$ cat src/rtl/ccp_pkg.sv
package ccp_pkg;
	// byte addresses on the plain register port
	localparam logic [7:0] ADDR_FLAGS = 8'h0C;
	localparam logic [7:0] ADDR_ENABLES = 8'h8C;
	localparam logic [7:0] ADDR_A_LOW = 8'h15;
	localparam logic [7:0] ADDR_A_HIGH = 8'h16;
	localparam logic [7:0] ADDR_A_CTRL = 8'h17;
	localparam logic [7:0] ADDR_B_LOW = 8'h1B;
	localparam logic [7:0] ADDR_B_HIGH = 8'h1C;
	localparam logic [7:0] ADDR_B_CTRL = 8'h1D;
	// flag and enable bit positions
	localparam int FLAG_A_POS = 2;
	localparam int FLAG_B_POS = 0;
	localparam int FLAG_T2_POS = 1;
	localparam logic [7:0] FLAGS_RESET = 8'h00;
	localparam logic [7:0] ENABLES_RESET = 8'h00;
	localparam logic [7:0] CTRL_RESET = 8'h00;
	localparam logic [7:0] CTRL_MASK = 8'h3F;
	// mode_select field codes
	localparam logic [3:0] MODE_OFF = 4'h0;
	localparam logic [3:0] MODE_CAP_FALL = 4'h4;
	localparam logic [3:0] MODE_CAP_RISE = 4'h5;
	localparam logic [3:0] MODE_CAP_RISE4 = 4'h6;
	localparam logic [3:0] MODE_CAP_RISE16 = 4'h7;
	localparam logic [3:0] MODE_CMP_SET = 4'h8;
	localparam logic [3:0] MODE_CMP_CLR = 4'h9;
	localparam logic [3:0] MODE_CMP_SWI = 4'hA;
	localparam logic [3:0] MODE_CMP_SPECIAL = 4'hB;
	localparam logic [3:0] PRESCALE_4_LAST = 4'h3;
	localparam logic [3:0] PRESCALE_16_LAST = 4'hF;

	typedef struct packed {
		logic wr;
		logic rd;
		logic [7:0] addr;
		logic [7:0] wdata;
	} reg_req_t;

	typedef struct packed {
		logic [1:0] spare;
		logic duty_lsb_high;
		logic duty_lsb_low;
		logic [3:0] mode_select;
	} unit_ctrl_t;
endpackage

$ cat src/rtl/pin_sync.sv
`timescale 1ns/1ps
// three-stage synchroniser; level changes once stages two and three agree
module pin_sync (
	input wire logic clk_sys_i,
	input wire logic rst_n_i,
	input wire logic pin_i,
	output logic level_o,
	output logic rise_o,
	output logic fall_o
);
	logic [2:0] sync_r;
	logic level_r;
	wire agree = (sync_r[1] == sync_r[2]);
	wire level_nxt = agree ? sync_r[2] : level_r;

	always_ff @(posedge clk_sys_i or negedge rst_n_i) begin
		if (!rst_n_i) begin
			sync_r <= 3'h0;
			level_r <= 1'b0;
		end else begin
			sync_r <= {sync_r[1:0], pin_i};
			level_r <= level_nxt;
		end
	end

	assign level_o = level_r;
	assign rise_o = level_nxt & ~level_r;
	assign fall_o = ~level_nxt & level_r;
endmodule

$ cat src/rtl/ccp_unit.sv
`timescale 1ns/1ps
// one capture/compare/pwm unit; value register lives in the top
module ccp_unit (
	input wire logic clk_sys_i,
	input wire logic rst_n_i,
	input wire ccp_pkg::unit_ctrl_t ctrl_i,
	input wire logic ctrl_wr_i,
	input wire logic [15:0] value_i,
	input wire logic [15:0] timebase_sixteen_i,
	input wire logic [7:0] pwm_timebase_i,
	input wire logic pwm_period_i,
	input wire logic pin_rise_i,
	input wire logic pin_fall_i,
	output logic capture_o,
	output logic match_o,
	output logic special_o,
	output logic out_o
);
	logic [3:0] presc_r;
	logic out_r;
	logic [9:0] duty_r;
	logic prev_eq_r;
	logic [3:0] presc_nxt;
	logic out_nxt;
	wire [3:0] mode = ctrl_i.mode_select;
	wire is_cap = (mode[3:2] == 2'b01);
	wire is_cmp = (mode[3:2] == 2'b10);
	wire is_pwm = (mode[3:2] == 2'b11);
	wire edge_rise = pin_rise_i;
	wire eq = is_cmp && (value_i == timebase_sixteen_i);
	wire hit = eq & ~prev_eq_r; // one event per match, not per cycle held
	wire [3:0] last = (mode == ccp_pkg::MODE_CAP_RISE16) ? ccp_pkg::PRESCALE_16_LAST
		: ccp_pkg::PRESCALE_4_LAST;
	wire scaled = (mode == ccp_pkg::MODE_CAP_RISE4) || (mode == ccp_pkg::MODE_CAP_RISE16);
	wire cap_evt = is_cap && ((mode == ccp_pkg::MODE_CAP_FALL) ? pin_fall_i
		: (scaled ? (edge_rise && presc_r == last) : edge_rise));
	// pwm compares ten duty bits against timer2 extended by two constant zero bits
	wire [9:0] pwm_count = {pwm_timebase_i, 2'b00};

	always_comb begin
		presc_nxt = presc_r;
		if (!is_cap || ctrl_wr_i) begin
			presc_nxt = 4'h0;
		end else if (scaled && edge_rise) begin
			presc_nxt = (presc_r == last) ? 4'h0 : presc_r + 4'h1;
		end
		out_nxt = out_r;
		// keyed on the stored mode, since the write strobe still sees the old control byte
		if (mode == ccp_pkg::MODE_OFF) begin
			out_nxt = 1'b0;
		end else if (is_pwm) begin
			out_nxt = (pwm_count < duty_r);
		end else if (hit && mode == ccp_pkg::MODE_CMP_SET) begin
			out_nxt = 1'b1;
		end else if (hit && mode == ccp_pkg::MODE_CMP_CLR) begin
			out_nxt = 1'b0;
		end
	end

	always_ff @(posedge clk_sys_i or negedge rst_n_i) begin
		if (!rst_n_i) begin
			presc_r <= 4'h0;
			out_r <= 1'b0;
			duty_r <= 10'h000;
			prev_eq_r <= 1'b0;
		end else begin
			presc_r <= presc_nxt;
			out_r <= out_nxt;
			prev_eq_r <= eq;
			// both units latch duty on the shared timer2 period edge
			if (pwm_period_i) begin
				duty_r <= {value_i[7:0], ctrl_i.duty_lsb_high, ctrl_i.duty_lsb_low};
			end
		end
	end

	assign capture_o = cap_evt;
	assign match_o = hit;
	assign special_o = hit && (mode == ccp_pkg::MODE_CMP_SPECIAL);
	assign out_o = out_r;
endmodule

$ cat src/rtl/dual_capture_compare_pwm.sv
`timescale 1ns/1ps
// Overview of operation
// - each unit holds one 16-bit value used as capture, compare or pwm duty value.
// - the value is reached as separate low and high bytes, and a control byte sets the mode.
// - both units behave alike except for the special event trigger action.
// - the first unit's special event match clears the sixteen-bit timebase.
// - the second unit's special event match clears the timebase and starts a conversion if enabled.
// - capture and compare use the sixteen-bit timebase, pwm uses the pwm timebase.
// - both pwm units share one period and update instant from the pwm timebase period match.
// - in capture mode the selected pin edge copies the timebase into the value and sets the flag.
// - in compare mode equality drives the output high, low or leaves it, and sets the flag.
// - writing zero to the control byte forces the compare output low.
// - the capture prescaler is cleared when off, when not capturing and on reset.
module dual_capture_compare_pwm (
	input wire logic clk_sys_i,
	input wire logic rst_n_i,
	input wire logic [7:0] addr_i,
	input wire logic [7:0] wdata_i,
	input wire logic wr_i,
	input wire logic rd_i,
	output logic [7:0] rdata_o,
	input wire logic [15:0] timebase_sixteen_i,
	input wire logic [7:0] pwm_timebase_i,
	input wire logic pwm_period_match_i,
	input wire logic converter_enabled_i,
	input wire logic event_pin_a_i,
	input wire logic event_pin_b_i,
	output logic unit_a_out_o,
	output logic unit_b_out_o,
	output logic timebase_clear_o,
	output logic convert_start_o,
	output logic irq_o
);
	ccp_pkg::reg_req_t req;
	ccp_pkg::unit_ctrl_t ctrl_a_r;
	ccp_pkg::unit_ctrl_t ctrl_b_r;
	logic [15:0] value_a_r;
	logic [15:0] value_b_r;
	logic [7:0] flags_r;
	logic [7:0] enables_r;
	logic [7:0] rdata_r;
	logic tclr_r;
	logic conv_r;
	logic irq_r;
	logic rise_a;
	logic fall_a;
	logic rise_b;
	logic fall_b;
	logic cap_a;
	logic cap_b;
	logic match_a;
	logic match_b;
	logic spec_a;
	logic spec_b;
	logic out_a;
	logic out_b;

	function automatic logic hit(input ccp_pkg::reg_req_t r, input logic [7:0] a);
		hit = r.wr && (r.addr == a);
	endfunction

	assign req = '{wr: wr_i, rd: rd_i, addr: addr_i, wdata: wdata_i};
	wire wr_flags = hit(req, ccp_pkg::ADDR_FLAGS);
	wire wr_enables = hit(req, ccp_pkg::ADDR_ENABLES);
	wire wr_a_low = hit(req, ccp_pkg::ADDR_A_LOW);
	wire wr_a_high = hit(req, ccp_pkg::ADDR_A_HIGH);
	wire wr_a_ctrl = hit(req, ccp_pkg::ADDR_A_CTRL);
	wire wr_b_low = hit(req, ccp_pkg::ADDR_B_LOW);
	wire wr_b_high = hit(req, ccp_pkg::ADDR_B_HIGH);
	wire wr_b_ctrl = hit(req, ccp_pkg::ADDR_B_CTRL);

	pin_sync sync_a (
		.clk_sys_i(clk_sys_i),
		.rst_n_i(rst_n_i),
		.pin_i(event_pin_a_i),
		.level_o(),
		.rise_o(rise_a),
		.fall_o(fall_a)
	);

	pin_sync sync_b (
		.clk_sys_i(clk_sys_i),
		.rst_n_i(rst_n_i),
		.pin_i(event_pin_b_i),
		.level_o(),
		.rise_o(rise_b),
		.fall_o(fall_b)
	);

	ccp_unit first_unit (
		.clk_sys_i(clk_sys_i),
		.rst_n_i(rst_n_i),
		.ctrl_i(ctrl_a_r),
		.ctrl_wr_i(wr_a_ctrl),
		.value_i(value_a_r),
		.timebase_sixteen_i(timebase_sixteen_i),
		.pwm_timebase_i(pwm_timebase_i),
		.pwm_period_i(pwm_period_match_i),
		.pin_rise_i(rise_a),
		.pin_fall_i(fall_a),
		.capture_o(cap_a),
		.match_o(match_a),
		.special_o(spec_a),
		.out_o(out_a)
	);

	ccp_unit second_unit (
		.clk_sys_i(clk_sys_i),
		.rst_n_i(rst_n_i),
		.ctrl_i(ctrl_b_r),
		.ctrl_wr_i(wr_b_ctrl),
		.value_i(value_b_r),
		.timebase_sixteen_i(timebase_sixteen_i),
		.pwm_timebase_i(pwm_timebase_i),
		.pwm_period_i(pwm_period_match_i),
		.pin_rise_i(rise_b),
		.pin_fall_i(fall_b),
		.capture_o(cap_b),
		.match_o(match_b),
		.special_o(spec_b),
		.out_o(out_b)
	);

	// events: capture or compare match of each unit, plus the pwm period match
	wire [7:0] evt = (8'((cap_a | match_a)) << ccp_pkg::FLAG_A_POS)
		| (8'((cap_b | match_b)) << ccp_pkg::FLAG_B_POS)
		| (8'(pwm_period_match_i) << ccp_pkg::FLAG_T2_POS);
	// write one to clear; a same-cycle event wins over the clear
	wire [7:0] flags_nxt = (flags_r & ~(wr_flags ? wdata_i : 8'h00)) | evt;
	wire [7:0] rd_mux = (addr_i == ccp_pkg::ADDR_FLAGS) ? flags_r
		: (addr_i == ccp_pkg::ADDR_ENABLES) ? enables_r
		: (addr_i == ccp_pkg::ADDR_A_LOW) ? value_a_r[7:0]
		: (addr_i == ccp_pkg::ADDR_A_HIGH) ? value_a_r[15:8]
		: (addr_i == ccp_pkg::ADDR_A_CTRL) ? ctrl_a_r
		: (addr_i == ccp_pkg::ADDR_B_LOW) ? value_b_r[7:0]
		: (addr_i == ccp_pkg::ADDR_B_HIGH) ? value_b_r[15:8]
		: (addr_i == ccp_pkg::ADDR_B_CTRL) ? ctrl_b_r : 8'h00;

	always_ff @(posedge clk_sys_i or negedge rst_n_i) begin
		if (!rst_n_i) begin
			ctrl_a_r <= ccp_pkg::CTRL_RESET;
			ctrl_b_r <= ccp_pkg::CTRL_RESET;
			flags_r <= ccp_pkg::FLAGS_RESET;
			enables_r <= ccp_pkg::ENABLES_RESET;
			rdata_r <= 8'h00;
		end else begin
			if (wr_a_ctrl) begin
				ctrl_a_r <= wdata_i & ccp_pkg::CTRL_MASK;
			end
			if (wr_b_ctrl) begin
				ctrl_b_r <= wdata_i & ccp_pkg::CTRL_MASK;
			end
			if (wr_enables) begin
				enables_r <= wdata_i;
			end
			flags_r <= flags_nxt;
			rdata_r <= rd_i ? rd_mux : 8'h00;
		end
	end

	// value registers clear on reset; capture overrides a same-cycle byte write
	always_ff @(posedge clk_sys_i or negedge rst_n_i) begin
		if (!rst_n_i) begin
			value_a_r <= 16'h0000;
			value_b_r <= 16'h0000;
		end else begin
			if (cap_a) begin
				value_a_r <= timebase_sixteen_i;
			end else if (wr_a_low) begin
				value_a_r[7:0] <= wdata_i;
			end else if (wr_a_high) begin
				value_a_r[15:8] <= wdata_i;
			end
			if (cap_b) begin
				value_b_r <= timebase_sixteen_i;
			end else if (wr_b_low) begin
				value_b_r[7:0] <= wdata_i;
			end else if (wr_b_high) begin
				value_b_r[15:8] <= wdata_i;
			end
		end
	end

	always_ff @(posedge clk_sys_i or negedge rst_n_i) begin
		if (!rst_n_i) begin
			tclr_r <= 1'b0;
			conv_r <= 1'b0;
			irq_r <= 1'b0;
		end else begin
			tclr_r <= spec_a | spec_b;
			conv_r <= spec_b & converter_enabled_i;
			irq_r <= |(flags_nxt & enables_r);
		end
	end

	assign rdata_o = rdata_r;
	assign unit_a_out_o = out_a;
	assign unit_b_out_o = out_b;
	assign timebase_clear_o = tclr_r;
	assign convert_start_o = conv_r;
	assign irq_o = irq_r;
endmodule

$ cat config.mk
export PLATFORM = sky130hd
export DESIGN_NAME = dual_capture_compare_pwm
export DESIGN_NICKNAME = d
export VERILOG_FILES = /design/src/rtl/ccp_pkg.sv /design/src/rtl/pin_sync.sv /design/src/rtl/ccp_unit.sv /design/src/rtl/dual_capture_compare_pwm.sv
export SDC_FILE = /design/constraint.sdc
export NUM_CORES = 1
export LEC_CHECK = 0
export ABC_CLOCK_PERIOD_IN_PS = 2450
export BUFFER_PORTS_ARGS = -buffer_cell sky130_fd_sc_hd__buf_2
export CAP_MARGIN = 5
export CORE_MARGIN = 2
export CORE_UTILIZATION = 55
export CTS_CLUSTER_DIAMETER = 30
export CTS_CLUSTER_SIZE = 20
export DETAILED_ROUTE_END_ITERATION = 7
export HOLD_SLACK_MARGIN = 0.02
export PLACE_DENSITY = 0.84
export SLEW_MARGIN = 10
export SYNTH_ARGS = -nofsm -noshare
export SYNTH_HDL_FRONTEND = slang
export SYNTH_SLANG_ARGS = --single-unit
$ cat constraint.sdc
create_clock -name clk_sys_i -period 2.45 [get_ports clk_sys_i]
set_clock_uncertainty 0.2 [all_clocks]
set_input_delay 0.1225 -clock clk_sys_i [delete_from_list [all_inputs] [get_ports clk_sys_i]]
set_output_delay 0.1225 -clock clk_sys_i [all_outputs]
set_load 0.1 [all_outputs]
==> impl_results.md <==
* Worst-Skew Late Latency at between 0.3 and 0.4 ns
* Worst path max stage delay at 0.56 ns
* Asr flop ratio synth at 100.0%
* DR DRC count at 0
* # H-tree levels at 3
* Clk sinks at 111
* Peak Freq at roughly 420 MHz
* Final WS setup at roughly 0.055 ns
* Synth Register Bits at 111
* Crit path max fanout at 6
* Critical Path, Cell by Cell: buf_4 > nor3_1 > o21ai_1 > a211oi_4 > buf_4 > o21ai_0 > dlygate4sd3_1
* Type of the worst min-delay path: in -> reg
* Vias in the first global route at 5135
* R2r setup slk at roughly 0.055 ns
* R2R Path End: value_a_r[0]
* WP data arrival at around 2.5 ns
* Hpwl dp at 11.67 mm
* Worst Hold End: second_unit.out_o
* Die H at 107.5 µm
* Worst Path Class, Setup: reg -> reg
* IO Pins at about 60
* Syn nets at 641
* Status: complete, no violations
* Syn Inst Count at between 500 and 600
* Total negative slack at 0 ns
* Util after Layout at between 60% and 70%
* Lkg Pwr at 3.371 nW
* RSZ-0062 raised after global routing: true
* Core Region at 10370 µm²
* Num CTS Buffers at 9
* Cell count along the critical path at 7
* Most frequent cells in the layout: dfrtp_1 (110), nand2_1 (69), buf_2 (59)
* CP dominant cell by count: buf_4
* DRT Pass-1 Iters at 7
* Placed cells at between 700 and 800
* Cell variety after synth at 66
* ANT cells at 0
* Total die area at 11550 µm²
* Required time of the critical path at ~2.5 ns
* Routed wire length at around 16 mm
* Worst Path Buf+Inv at 3
* Via/cell ratio at 6.171
* Critical path endpoint category: register
* Hold Path Cell Cnt at 4
* Top FF cell, synth: dfrtp_1
* Input/output buffers at 60
* Synth Area per Inst at approximately 10 µm²
* Routed Antenna Nets at 0
* Via count at roughly 5000
* PwrDens at ~560 nW/µm²
* P&R area growth vs syn at 17.45%
* GRT overflow at 0
* Slew Limit Fails at 0
* FILL cells at a little over 800
* Startpoint types: register
* Crit path max-delay cell type: dlygate4sd3_1
* WL/cell at 19.86 µm
* Max Cap Viol at 0
* Final Hold Vio Count at 0
* Initial Util at a little under three fifths
* Largest net degree at the start of global routing at 42
* Final GP Congestion at around 0.95
* CTS tree: built
* Period utilization at a little over nine tenths
* Max IR drop VDD at 303.5 µV
* First-pass GRT wire length at 26.23 mm
* Share of post-route cells with drive strength above 1 at approximately 19%
* Mapped cell area at between 5000 and 6000 µm²
* YS warnings at 0
* Chip width at roughly 110 µm
* Top Family by Delay on Critical Path: buffers and inverters
* Row count at 37
* Initial DRC count at 453
* Commonest non-fill, non-tap cell in the layout: dfrtp_1
* Post-synthesis sequential area ratio at between 40% and 50%
* Clk pin slew, worst setup/hold paths at 0.10 ns
* Pre-CTS WS at between 0.15 and 0.2 ns
* CP startpoint: ctrl_a_r[0]
* Path depth of the worst reg2reg path at 7
* # nets final at 740
* Final Non-Filler Cells at 815
* Rel. slew slack at 54.50%
* WHS at about 0.026 ns
* CTS Root Buffer Type: clkbuf_8
* Reg-to-reg startpoint: ctrl_a_r[0]
* Min-delay src: pwm_timebase_i[7]
* Worst slew pin tran at ~0.7 ns
* Antenna violations before repair at 0
* Final setup viols at 0
* Number of synthesized flops with an enable pin at 0
* Tmin final at between 2 and 2.5 ns
* Clock buffer depth at 2
* Total GRT Usage at ~30%
## registers in the layout (all words and copies together) (netlist names), 3 cells and up
name	cells
first_unit.duty_r	10
enables_r	8
rdata_o	8
value_a_r	16
sync_a.sync_r	3
second_unit.duty_r	10
sync_b.sync_r	3
second_unit.presc_r	4
flags_r	8
ctrl_a_r	6
ctrl_b_r	6
first_unit.presc_r	4
value_b_r	16
## Yosys cell counts (3+ instances only)
cell type,instances,area (µm²)
dfrtp_1,111,2778
nand2_1,69,259.0
o21ai_0,55,275.3
mux2i_1,39,390.4
inv_1,28,105.1
xor2_1,27,236.5
mux2_2,24,270.3
nor2_1,19,71.32
ha_1,18,225.2
a21oi_1,17,85.08
clkbuf_1,16,60.06
nand3_1,14,70.07
o22ai_1,13,81.33
nor3_1,12,60.06
a222oi_1,8,80.08
a211oi_1,6,45.04
nor2b_1,6,37.54
nor4_1,6,37.54
xnor2_1,5,43.79
a21boi_0,4,30.03
and3_1,4,25.02
a21boi_1,3,22.52
a22oi_1,3,22.52
a41oi_1,3,26.28
and2_1,3,18.77
and3b_1,3,26.28
nand2b_1,3,18.77
nand3b_1,3,22.52
nand4_1,3,18.77
o21ai_1,3,15.01
## routing by layer
layer	wire length (µm)	global-route usage (%)	share of wire (%)	vias to the layer above
li1	-	-	-	2270
met1	6571	40.07	41	2468
met2	7748	48.55	48	241
met3	1285	4.056	7.9	50
met4	576	13.83	3.6	0
met5	0	0	0	-
## worst min-delay path: stages
cell,delay [ns]
buf_2,0.10
ha_1,0.15
a211o_1,0.10
o311ai_1,0.08
## logic make-up (layout without fill, tap and decap cells)
family                     count (synthesis)  count (layout)  share of synthesized area [%]
xor gates and xnor gates                  32              32                          4.761
DFF                                      111             111                          47.18
and+or+nand+nor                          166             166                          14.60
muxes                                     63              63                          11.22
buffers and inverters                     50             154                          3.528
adders and majority gates                 20              20                          4.166
AOI/OAI and AO/OA                        133             133                          14.54
## report_power, final
group / total (mW) / leakage, nW / switching [mW] / internal, mW
Sequential: 2.13 / 1.50 / 0.148 / 1.98
Clock: 1.11 / 0.100 / 0.608 / 0.498
Combinational: 0.669 / 1.77 / 0.377 / 0.292
## how the worst max path moves through the flow
stage                          endpoint
after detailed placement  value_a_r[15]
after global routing       value_a_r[0]
final                      value_a_r[0]
after CTS                  value_a_r[0]
after global placement            irq_o
after floorplan           value_a_r[10]
## cell type report
cell class,count,area [µm²],share of cell area (%)
clock buffer,12,145.1,2.099
sequential,111,2779,40.19
multi-input combinational,414,2902,41.97
clock inverter,4,45.04,0.6515
inverter,28,105.1,1.520
tap,136,170.2,2.461
timing repair buffer,110,768.2,11.11
## through the flow
stage	instance area, µm²	power, mW
2_1_floorplan	5887	2.487
3_3_place_gp	6397	2.737
3_5_place_dp	6397	2.773
4_1_cts	6898	3.901
5_1_grt	6914	4.070
6_report	6914	3.901
## timing repair
action	CTS	global route
setup endpoints to repair	0	1
gates resized for setup	0	1
hold buffers	31	0
buffers inserted	0	2
endpoints found under the hold margin	183	0
(Power assumes the default switching activity.)
